$ cat src/logic/quad_dac_cfg.svh
// constants for the quad converter bus interface
`ifndef QUAD_DAC_CFG_SVH
`define QUAD_DAC_CFG_SVH
`define CHAN_COUNT 4
`define BYTE_COUNT 8
`define VALUE_BITS 12
`define LOW_BITS 8
`define HIGH_BITS 4
`define SEL_BITS 3
`define BASE_ADDR_RESET 8'h00
// identity code value is arbitrary
`define GENERIC_CODE 8'h5a
`define RAM_RESET 8'h00
`endif

$ cat src/logic/quad_dac_pkg.sv
// types for the quad converter bus interface
package quad_dac_pkg;
	typedef struct packed {
		logic generic_code_select;
		logic test_exercise_select;
		logic clear_outputs_bit;
		logic disable_outputs_bit;
	} ctrl_bits_t;
	typedef struct packed {
		logic [3:0] load_upper_strobe;
		logic [3:0] load_lower_strobe;
		logic [7:0] data;
	} iso_cmd_t;
	typedef enum logic [2:0] {
		ST_IDLE = 3'b001,
		ST_ADDRESSED = 3'b010,
		ST_STROBE = 3'b100
	} bus_state_t;
endpackage

$ cat src/logic/readback_ram.sv
// eight-byte read-back store, changed only by writes
`timescale 1ns/100ps
`include "quad_dac_cfg.svh"
module readback_ram (
	// clock
	input wire logic clk_in,
	// access
	input wire logic wr_in,
	input wire logic [2:0] addr_in,
	input wire logic [7:0] wdata_in,
	output logic [7:0] rdata_out
);
	logic [7:0] mem_r [0:`BYTE_COUNT-1];
	logic [7:0] mem_nxt [0:`BYTE_COUNT-1];
	genvar i;
	generate
		for (i = 0; i < `BYTE_COUNT; i++) begin : g_byte
			always_comb begin
				mem_nxt[i] = mem_r[i];
				if (wr_in && addr_in == 3'(i)) begin
					mem_nxt[i] = wdata_in;
				end
			end
			// no reset: contents survive reset and clear
			always_ff @(posedge clk_in) begin
				mem_r[i] <= mem_nxt[i];
			end
		end
	endgenerate
	assign rdata_out = mem_r[addr_in];
endmodule

$ cat src/logic/dac_channel_regs.sv
// isolated-side holding and output registers of one channel
`timescale 1ns/100ps
`include "quad_dac_cfg.svh"
module dac_channel_regs (
	// clock and reset
	input wire logic clk_in,
	input wire logic reset_in,
	// control
	input wire logic zero_in,
	input wire logic load_upper_in,
	input wire logic load_lower_in,
	input wire logic [7:0] data_in,
	// output
	output logic [11:0] value_out
);
	logic [3:0] hold_r;
	logic [3:0] hold_nxt;
	logic [11:0] out_r;
	logic [11:0] out_nxt;
	always_comb begin
		hold_nxt = hold_r;
		out_nxt = out_r;
		if (load_upper_in) begin
			hold_nxt = data_in[3:0];
		end
		if (zero_in) begin
			out_nxt = 12'h000;
		end else if (load_lower_in) begin
			out_nxt = {hold_r, data_in};
		end
	end
	always_ff @(posedge clk_in) begin
		if (reset_in) begin
			hold_r <= 4'h0;
			out_r <= 12'h000;
		end else begin
			hold_r <= hold_nxt;
			out_r <= out_nxt;
		end
	end
	assign value_out = out_r;
endmodule

$ cat src/logic/quad_dac_bus_interface.sv
// bus-side control of the four-channel 12-bit converter module
// Summary of operation
// eight consecutive byte addresses, low and high per channel.
// every written byte also stored in the read-back RAM.
// low byte holds bits 7:0, high byte bits 3:0 hold bits 11:8.
// high-byte upper nibble reads back but never reaches outputs.
// generic select makes all eight addresses read the identity code.
// own address asserts module selected and latches three select bits.
// select bits address RAM and decode to upper or lower load strobes.
// strobes accepted only after the addressing phase.
// write updates RAM with channel register; reads return RAM.
// test bit: writes reach RAM only, outputs unchanged.
// clear or disable zeroes outputs unless retentive; RAM kept.
// outputs stay zero after clear until the channel is rewritten.
// clear, disable and initialize never alter the RAM.
// high byte goes to holding register without changing output.
// low write loads eight low and four held bits at once.
// each channel has its own holding register.
// all transfers are started by the processor side.
// bus initialize zeroes outputs in the standard configuration.
// retentive option: disable and initialize leave outputs alone.
// low write alone uses whatever the holding register has.
`timescale 1ns/100ps
`include "quad_dac_cfg.svh"
module quad_dac_bus_interface #(
	parameter logic RETENTIVE = 1'b0,
	// identity code value is arbitrary
	parameter logic [7:0] GENERIC_CODE = `GENERIC_CODE
) (
	// clock and reset
	input wire logic clk_in,
	input wire logic reset_in,
	// bus addressing and strobes
	input wire logic bus_init_in,
	input wire logic addr_valid_in,
	input wire logic [7:0] addr_in,
	input wire logic [7:0] base_addr_in,
	input wire logic write_cycle_in,
	input wire logic read_cycle_in,
	input wire logic [7:0] wdata_in,
	input wire quad_dac_pkg::ctrl_bits_t ctrl_in,
	// bus answers
	output logic module_selected_out,
	output logic [2:0] byte_select_out,
	output logic [7:0] rdata_out,
	output logic reply_out,
	// converter values
	output logic [47:0] chan_value_out
);
	import quad_dac_pkg::*;

	// two-flop sync of bus pins; logic reads only the second stage
	logic [1:0] av_s_r;
	logic [1:0] av_s_nxt;
	logic [1:0] wr_s_r;
	logic [1:0] wr_s_nxt;
	logic [1:0] rd_s_r;
	logic [1:0] rd_s_nxt;
	logic [1:0] init_s_r;
	logic [1:0] init_s_nxt;
	// address and data ride alongside their qualifiers
	logic [7:0] addr_s0_r;
	logic [7:0] addr_s0_nxt;
	logic [7:0] addr_s1_r;
	logic [7:0] addr_s1_nxt;
	logic [7:0] wdat_s0_r;
	logic [7:0] wdat_s0_nxt;
	logic [7:0] wdat_s1_r;
	logic [7:0] wdat_s1_nxt;
	always_comb begin
		av_s_nxt = {av_s_r[0], addr_valid_in};
		wr_s_nxt = {wr_s_r[0], write_cycle_in};
		rd_s_nxt = {rd_s_r[0], read_cycle_in};
		init_s_nxt = {init_s_r[0], bus_init_in};
		addr_s0_nxt = addr_in;
		addr_s1_nxt = addr_s0_r;
		wdat_s0_nxt = wdata_in;
		wdat_s1_nxt = wdat_s0_r;
	end
	always_ff @(posedge clk_in) begin
		if (reset_in) begin
			av_s_r <= 2'b00;
			wr_s_r <= 2'b00;
			rd_s_r <= 2'b00;
			init_s_r <= 2'b00;
			addr_s0_r <= 8'h00;
			addr_s1_r <= 8'h00;
			wdat_s0_r <= 8'h00;
			wdat_s1_r <= 8'h00;
		end else begin
			av_s_r <= av_s_nxt;
			wr_s_r <= wr_s_nxt;
			rd_s_r <= rd_s_nxt;
			init_s_r <= init_s_nxt;
			addr_s0_r <= addr_s0_nxt;
			addr_s1_r <= addr_s1_nxt;
			wdat_s0_r <= wdat_s0_nxt;
			wdat_s1_r <= wdat_s1_nxt;
		end
	end

	// base address switches pass two flops as well
	logic [7:0] base_s0_r;
	logic [7:0] base_s0_nxt;
	logic [7:0] base_s1_r;
	logic [7:0] base_s1_nxt;
	always_comb begin
		base_s0_nxt = base_addr_in;
		base_s1_nxt = base_s0_r;
	end
	always_ff @(posedge clk_in) begin
		if (reset_in) begin
			base_s0_r <= `BASE_ADDR_RESET;
			base_s1_r <= `BASE_ADDR_RESET;
		end else begin
			base_s0_r <= base_s0_nxt;
			base_s1_r <= base_s1_nxt;
		end
	end

	logic av_q;
	logic wr_q;
	logic rd_q;
	logic init_q;
	logic [7:0] addr_q;
	logic [7:0] wdat_q;
	assign av_q = av_s_r[1];
	assign wr_q = wr_s_r[1];
	assign rd_q = rd_s_r[1];
	assign init_q = init_s_r[1];
	assign addr_q = addr_s1_r;
	assign wdat_q = wdat_s1_r;

	bus_state_t state_r;
	bus_state_t state_nxt;
	logic sel_r;
	logic sel_nxt;
	logic [2:0] bsel_r;
	logic [2:0] bsel_nxt;
	logic [7:0] rdata_r;
	logic [7:0] rdata_nxt;
	logic reply_r;
	logic reply_nxt;
	logic ram_wr;
	logic [7:0] ram_rdata;
	logic [3:0] ld_up;
	logic [3:0] ld_lo;
	logic hit;
	logic zero;

	// address match on the synchronised address
	assign hit = addr_q_hit(addr_q, base_s1_r);

	function automatic logic addr_q_hit(input logic [7:0] a,
		input logic [7:0] b);
		addr_q_hit = (a[7:3] == b[7:3]);
	endfunction

	// per-channel decode of the latched byte select
	logic [3:0] chan_hit;
	genvar d;
	generate
		for (d = 0; d < `CHAN_COUNT; d++) begin : g_dec
			assign chan_hit[d] = (bsel_r[2:1] == 2'(d));
		end
	endgenerate

	// strobes are taken only after the address phase has ended
	logic take_wr;
	logic take_rd;
	logic strobe_gone;
	logic wr_now;
	logic rd_now;
	assign take_wr = !av_q && wr_q;
	assign take_rd = !av_q && rd_q;
	assign strobe_gone = !wr_q && !rd_q;
	assign wr_now = (state_r == ST_ADDRESSED) && take_wr;
	assign rd_now = (state_r == ST_ADDRESSED) && !take_wr && take_rd;

	// transfer sequencing
	always_comb begin
		state_nxt = state_r;
		unique case (state_r)
			ST_IDLE: begin
				if (av_q && hit) begin
					state_nxt = ST_ADDRESSED;
				end
			end
			ST_ADDRESSED: begin
				if (take_wr || take_rd) begin
					state_nxt = ST_STROBE;
				end else if (av_q && !hit) begin
					state_nxt = ST_IDLE;
				end
			end
			ST_STROBE: begin
				if (strobe_gone) begin
					state_nxt = ST_IDLE;
				end
			end
		endcase
	end
	always_ff @(posedge clk_in) begin
		if (reset_in) begin
			state_r <= ST_IDLE;
		end else begin
			state_r <= state_nxt;
		end
	end

	// module selection and latched byte select
	always_comb begin
		sel_nxt = sel_r;
		bsel_nxt = bsel_r;
		unique case (state_r)
			ST_IDLE: begin
				sel_nxt = av_q && hit;
				if (av_q && hit) begin
					bsel_nxt = addr_q[2:0];
				end
			end
			ST_ADDRESSED: begin
				sel_nxt = 1'b1;
			end
			ST_STROBE: begin
				if (strobe_gone) begin
					sel_nxt = 1'b0;
				end
			end
		endcase
	end
	always_ff @(posedge clk_in) begin
		if (reset_in) begin
			sel_r <= 1'b0;
			bsel_r <= 3'h0;
		end else begin
			sel_r <= sel_nxt;
			bsel_r <= bsel_nxt;
		end
	end

	// write path: read-back store always, channel strobes unless testing
	always_comb begin
		ram_wr = wr_now;
		ld_up = 4'h0;
		ld_lo = 4'h0;
		if (wr_now && !ctrl_in.test_exercise_select) begin
			ld_up = chan_hit & {4{bsel_r[0]}};
			ld_lo = chan_hit & {4{!bsel_r[0]}};
		end
	end

	// read data: identity code or read-back contents
	always_comb begin
		rdata_nxt = rdata_r;
		if (rd_now) begin
			if (ctrl_in.generic_code_select) begin
				rdata_nxt = GENERIC_CODE;
			end else begin
				rdata_nxt = ram_rdata;
			end
		end
	end
	always_ff @(posedge clk_in) begin
		if (reset_in) begin
			rdata_r <= 8'h00;
		end else begin
			rdata_r <= rdata_nxt;
		end
	end

	// reply stands from acceptance until the strobe is gone
	always_comb begin
		reply_nxt = wr_now || rd_now;
		if (state_r == ST_STROBE && !strobe_gone) begin
			reply_nxt = 1'b1;
		end
	end
	always_ff @(posedge clk_in) begin
		if (reset_in) begin
			reply_r <= 1'b0;
		end else begin
			reply_r <= reply_nxt;
		end
	end

	// clear, disable and initialize zero outputs unless retentive
	logic zero_r;
	logic zero_nxt;
	always_comb begin
		zero_nxt = !RETENTIVE && (ctrl_in.clear_outputs_bit
			|| ctrl_in.disable_outputs_bit || init_q);
	end
	always_ff @(posedge clk_in) begin
		if (reset_in) begin
			zero_r <= 1'b0;
		end else begin
			zero_r <= zero_nxt;
		end
	end
	assign zero = zero_r;

	readback_ram u_ram (
		.clk_in(clk_in),
		.wr_in(ram_wr),
		.addr_in(bsel_r),
		.wdata_in(wdat_q),
		.rdata_out(ram_rdata)
	);

	// command word carried across the isolation, one cycle late
	iso_cmd_t iso_cmd_r;
	iso_cmd_t iso_cmd_nxt;
	always_comb begin
		iso_cmd_nxt.load_upper_strobe = ld_up;
		iso_cmd_nxt.load_lower_strobe = ld_lo;
		iso_cmd_nxt.data = iso_cmd_r.data;
		if (wr_now) begin
			iso_cmd_nxt.data = wdat_q;
		end
	end
	always_ff @(posedge clk_in) begin
		if (reset_in) begin
			iso_cmd_r <= '0;
		end else begin
			iso_cmd_r <= iso_cmd_nxt;
		end
	end

	logic [47:0] chan_value;
	genvar c;
	generate
		for (c = 0; c < `CHAN_COUNT; c++) begin : g_chan
			dac_channel_regs u_chan (
				.clk_in(clk_in),
				.reset_in(reset_in),
				.zero_in(zero),
				.load_upper_in(iso_cmd_r.load_upper_strobe[c]),
				.load_lower_in(iso_cmd_r.load_lower_strobe[c]),
				.data_in(iso_cmd_r.data),
				.value_out(chan_value[c*12 +: 12])
			);
		end
	endgenerate

	assign module_selected_out = sel_r;
	assign byte_select_out = bsel_r;
	assign rdata_out = rdata_r;
	assign reply_out = reply_r;
	assign chan_value_out = chan_value;
endmodule

$ cat config.mk
export PLATFORM = sky130hd
export DESIGN_NAME = quad_dac_bus_interface
export DESIGN_NICKNAME = d
export VERILOG_FILES = /design/src/logic/quad_dac_pkg.sv /design/src/logic/readback_ram.sv /design/src/logic/dac_channel_regs.sv /design/src/logic/quad_dac_bus_interface.sv
export VERILOG_INCLUDE_DIRS = /design/src /design/src/logic
export SDC_FILE = /design/constraint.sdc
export NUM_CORES = 1
export LEC_CHECK = 0
export BUFFER_PORTS_ARGS = -buffer_cell sky130_fd_sc_hd__buf_2
export CAP_MARGIN = 5
export CORE_UTILIZATION = 45
export CTS_BUF_LIST = sky130_fd_sc_hd__clkbuf_4
export CTS_CLUSTER_SIZE = 16
export DETAILED_ROUTE_END_ITERATION = 16
export PLACE_DENSITY = 0.72
export SETUP_SLACK_MARGIN = 0.02
export SLEW_MARGIN = 15
export SYNTH_ARGS = -nofsm -noshare
export SYNTH_HDL_FRONTEND = slang
export SYNTH_HIERARCHICAL = 1
export SYNTH_SLANG_ARGS = --single-unit
export TNS_END_PERCENT = 50
$ cat constraint.sdc
create_clock -name clk_in -period 2.52 [get_ports clk_in]
set_clock_uncertainty 0.15 [all_clocks]
set_input_delay 0.504 -clock clk_in [delete_from_list [all_inputs] [get_ports clk_in]]
set_output_delay 0.504 -clock clk_in [all_outputs]
set_load 0.02 [all_outputs]
Word-level counts from Yosys, hierarchy flattened
Memories as Yosys holds them, arrays and structs flattened. A register that Yosys moved wholly into a read port is not among the register bits.
Index checks and enable logic that the tools add are counted.
{"block": "classes", "n_eq_ne": 25, "mux": 40, "bitwise": 3, "reduce_logical": 43}
{"operator": "2-to-1 mux 8 bit", "n": 16}
{"operator": "OR reduction 8 bit", "n": 7}
{"operator": "2-to-1 mux 3 bit", "n": 13}
{"operator": "logical AND 1 bit", "n": 18}
{"operator": "equality test 3 bit (second input constant)", "n": 5}
{"operator": "equality test 3 x 2 -> 1 bit (second input constant)", "n": 3}
{"operator": "2-to-1 mux 1 bit", "n": 9}
{"operator": "case mux 3 bit (3 select lines)", "n": 1}
{"operator": "bitwise AND 4 bit", "n": 2}
{"operator": "logical NOT 1 bit", "n": 8}
{"operator": "!= test 1 bit (second input constant)", "n": 8}
{"operator": "equality test 3 x 1 -> 1 bit (second input constant)", "n": 2}
{"operator": "equality test 5 bit", "n": 1}
{"operator": "equality test 2 bit (second input constant)", "n": 2}
{"operator": "logical OR 1 bit", "n": 4}
{"operator": "!= test 2 bit (second input constant)", "n": 2}
{"operator": "OR reduction 2 bit", "n": 2}
{"operator": "logical NOT 3 bit", "n": 1}
{"operator": "!= test 3 x 1 -> 1 bit (second input constant)", "n": 1}
{"operator": "case mux 1 bit (3 select lines)", "n": 1}
{"operator": "AND reduction 3 bit", "n": 1}
{"operator": "equality test 2 x 1 -> 1 bit (second input constant)", "n": 1}
{"operator": "logical NOT 2 bit", "n": 1}
{"operator": "AND reduction 2 bit", "n": 1}
{"operator": "inverter 1 bit", "n": 1}
{"block": "totals", "ff_bits": 153, "ramBits": 64, "inputBits": 34, "out_inout_bits": 61, "memories": 1}
{"memory": "u_ram.mem_r", "words": 8, "width": 8, "rd": 1, "rd_ports_with_merged_regs": 1, "write_ports": 1, "line_no": "readback_ram.sv:13", "text": "logic [7:0] mem_r [0:`BYTE_COUNT-1];"}

Longest topological paths before layout
{"block": "depth", "ltp_word": 13, "depth_mapped": 8}

Hierarchy
Netlist, hierarchy kept.
{"mod": "quad_dac_bus_interface", "n_inst": 1, "cells_per_inst": 256, "area_per_inst_um2": 2671.3, "seq_area_each_um2": 1661.6}
{"mod": "readback_ram", "n_inst": 1, "cells_per_inst": 116, "area_per_inst_um2": 2519.9, "seq_area_each_um2": 1921.8}
{"mod": "dac_channel_regs", "n_inst": 4, "cells_per_inst": 52, "area_per_inst_um2": 576.8, "seq_area_each_um2": 320.3}

Worst setup path before layout
Ideal clock, no wire load.
{"block": "synth_timing", "kind": "flip-flop to flip-flop", "from": "reg state_r[2]", "to": "mem u_ram.mem_r[0][0], enable pin", "t_arrival_ns": 1.675, "path_slack_ns": 0.312, "path_stages_with_launch": 7, "period_less_slack_ns": 2.208, "cell_sequence": "dfxtp_1 buf_6 nor4b_4 nand2_1 inv_2 nand2b_1 nor3_1"}
{"block": "synth_via", "elab_chain_len": 12, "word_cells_on_any_way": 39, "classes_between": "9 x eq/ne; 14 x mux; 16 x reduce/logical"}
{"item": "start: declaration", "line_no": "quad_dac_bus_interface.sv:134", "text": "bus_state_t state_r;"}
{"item": "start signal: assignment", "line_no": "quad_dac_bus_interface.sv:207", "text": "state_r <= state_nxt;"}
{"item": "equality test 3 x 2 -> 1 bit *", "line_no": "quad_dac_bus_interface.sv:177", "text": "assign wr_now = (state_r == ST_ADDRESSED) && take_wr;"}
{"item": "logical AND 1 bit *", "line_no": "quad_dac_bus_interface.sv:177"}
{"item": "net ram_wr", "line_no": "quad_dac_bus_interface.sv:144", "text": "logic ram_wr;"}
{"item": "logical AND 1 bit", "line_no": "readback_ram.sv:20", "text": "if (wr_in && addr_in == 3'(i)) begin"}
{"item": "!= test 1 bit (no source line)"}
{"item": "OR reduction 8 bit (no source line)"}
{"item": "2-to-1 mux 3 bit (no source line) / 2-to-1 mux 1 bit (equally long branches) (7 in a row)"}
{"item": "end: declaration", "line_no": "readback_ram.sv:13"}
The timed path passes the listed nets; every way through them passes the cells marked *.

Worst setup path in the final report
{"block": "layout_timing", "from": "reg state_r[1]", "to": "mem u_ram.mem_r[1][3], enable pin"}
Same word-level chain as after synthesis.

==> metrics.txt <==
post-synthesis async set-or-reset flop share=0%; sequential area share after synthesis=64.9%; syn_nets=614; synth-to-layout area growth=21.4%; Clk pin slew, worst setup/hold paths=70 ps; # IOs=95; via count=4,855; Layout Nets=775; DRT iter0 DRCs=230; Final Non-Filler Cells=994; Initial Util=46.7%; Crit Path Class=reg2reg; synth warn=6; antenna viol nets, final=0; share of layout cells above drive strength 1=28.0%; first-pass GRT wire length=23,100 um; RSZ-0062 raised after global routing=no; Post-synth top cells=dfxtp_1 (147), nor2_1 (83), mux2i_1 (68); die area=17,200 um2; area of the core=16,100 um2; met2 GRT Util=30.9%; Die H=131 um; CTS tree=done; row count=46; EDFF count, synth=64; vias in the first global route=4,760; Setup Total Neg Slack=0 ps; ys flop type=dfxtp_1; largest family of logic cells by synthesized area=multiplexers; most frequent cell after synthesis=dfxtp_1; GRT overflow=0; worst slew pin tran=880 ps; number of I/O port buffers=91; Clock Tree Buf Depth=3; Hold WC Path Type=in2reg; Yosys top cell area share=39.2%; Max IR drop VDD=457 uV; P per Cell Area=718 nW/um2; Synth Area in Adders=0%; busiest grt layer=met2; GR Util met1=20.6%; Root Driver=clkbuf_4; Worst Path Max Fanout=8; worst-skew pair later-pin latency=650 ps; GPL Wtd Cong=0.827; pin count of the biggest net entering global routing=46; leading area contributor after synthesis=dfxtp_1; Routed WL=14,900 um; Area contributors post-synth=dfxtp_1 (39%), edfxtp_1 (26%), mux2i_1 (9.1%), nor2b_1 (4.3%), nor2_1 (4.2%); xor/xnor share of the synthesized area=0.584%; Rel. slew slack=41.1%; synthesized area per cell=12.9 um2; drt via density=4.88; setup violators final=0; post-synthesis compound-gate area fraction=2.55%; dpl hpwl=9480 um; type of origin of the critical path=flip-flop; CTS sink count=211; flops & latches, synth=211; Slew Limit Fails=0; Leak Pwr=0.00341 uW; cell area after synthesis=7500 um2; status=finished, final reports clean; Max Cap Viol=0; Tcrit/Tclk final=91.5%; Final Hold Vio Count=0; R2R setup slack=210 ps; crit end category=flip-flop; Die Width=131 um; Mapped Cells=580; fin util=56.7%; # DRC=0; CP Data Required Time=2600 ps; Placed Instances=875; antenna fix cells=0; Post-Synth Simple-Gate Area=14.4%; grt met3 use=4.67%; Achievable Freq=433 MHz; min Tclk post-route=2310 ps; drt pass-1 iters=4; initial antenna violation count=0; postcts setup bufs=0; post-DR wirelength/cell=15.0 um; mux cell area share after synthesis=14.6%; CTS HTree Levels=2; Num CTS Buffers=52; GR Util All Layers=17.9%; library cells used by synthesis=44; Worst EP arrival=2390 ps
metal layers:
| layer | wire (um) | part of all wire, % | up-vias |
|---|---|---|---|
| met4 | 376 | 2.5 | 0 |
| met1 | 6160 | 41 | 2300 |
| met2 | 7440 | 50 | 150 |
| met3 | 883 | 5.9 | 35 |
| met5 | 0 | 0 | - |
| li1 | - | - | 2370 |
registers in the layout, summed over array words and instances (netlist names):
name                     count
addr_s0_r                    8
reply_out                    1
rdata_out                    8
wdat_q                       8
wdat_s0_r                    8
init_s_r                     2
zero                         1
rd_s_r                       2
base_s1_r                    5
g_chan.u_chan/hold_r        16
addr_q                       8
av_s_r                       2
base_s0_r                    5
u_ram/mem_r                 64
state_r                      3
g_chan.u_chan/value_out     48
module_selected_out          1
wr_s_r                       2
byte_select_out              3
iso_cmd_r                   16
worst max-delay path: stages, from the launching register on:
cell	delay [ps]
dfxtp_1	460
nor4b_4	290
nand2_1	120
inv_2	70
nand2b_1	110
nor2_1	690
worst paths after layout:
kind	startpoint	cells after the start	end
setup / recovery	state_r[1]	5	u_ram/mem_r[1][3]
hold reg to reg	av_s_r[0]	1	av_s_r[1]
setup reg to reg	state_r[1]	5	u_ram/mem_r[1][3]
hold / removal	ctrl_in[3]	3	rdata_out[7]
layout by cell type, fill, tap and decap left out, drive strengths merged, types with 2 or more instances in the layout:
cell type    netlist  layout
a21oi             13      13
xnor2              5       5
mux4              14      14
a211oi             4       4
dfxtp            147     147
a2bb2oi            2       2
clkbuf            11      77
nor2              83      83
clkinv             0      11
dlygate4sd3        0      28
buf               19     109
nand2             35      35
mux2               7       7
o21ai              2       2
edfxtp            64      64
nand3b             8       8
nor2b             52      52
nor3              18      18
nand2b             4       4
or2b               2       2
mux2i             68      68
or2                4       4
inv                3       4
logic make-up after synthesis:
family / Yosys count
multiplexers: 89
buffers and inverters: 33
AND/OR/NAND/NOR: 213
AO/OA/AOI/OAI: 29
flip-flops: 211
XOR/XNOR: 5
metrics by stage:
step,setup WS [ps],cell area [um2],total power [uW],hold slack (ps)
2_1_floorplan,312,7500,3760,264
3_3_place_gp,255,8160,3810,269
3_5_place_dp,183,8160,3820,272
4_1_cts,13.0,9100,6640,64.0
5_1_grt,44.9,9100,6850,108
6_report,213,9100,6540,118
layout make-up:
| class | instances | area [um2] |
|---|---|---|
| multi-input cells | 336 | 2410 |
| repair buffers | 137 | 883 |
| well taps | 216 | 270 |
| clock inverters | 14 | 83.8 |
| fillers | 1299 | 6950 |
| inverters | 3 | 11.3 |
| clock buffers | 77 | 578 |
| flip-flops and latches | 211 | 4870 |
timing repair:
action	4_1_cts	5_1_grt
hold endpoints to repair	34	0
pin swaps	0	0
hold buffers	28	0
endpoints found under the setup margin	2	1
resized for setup	1	1
report_power, final:
part           total [uW]  switching, uW  internal, uW
Clock                2760           1260          1490
Sequential           3570           38.4          3530
Combinational         205           93.4           112
Note: power is estimated with default switching activity, not from simulation.
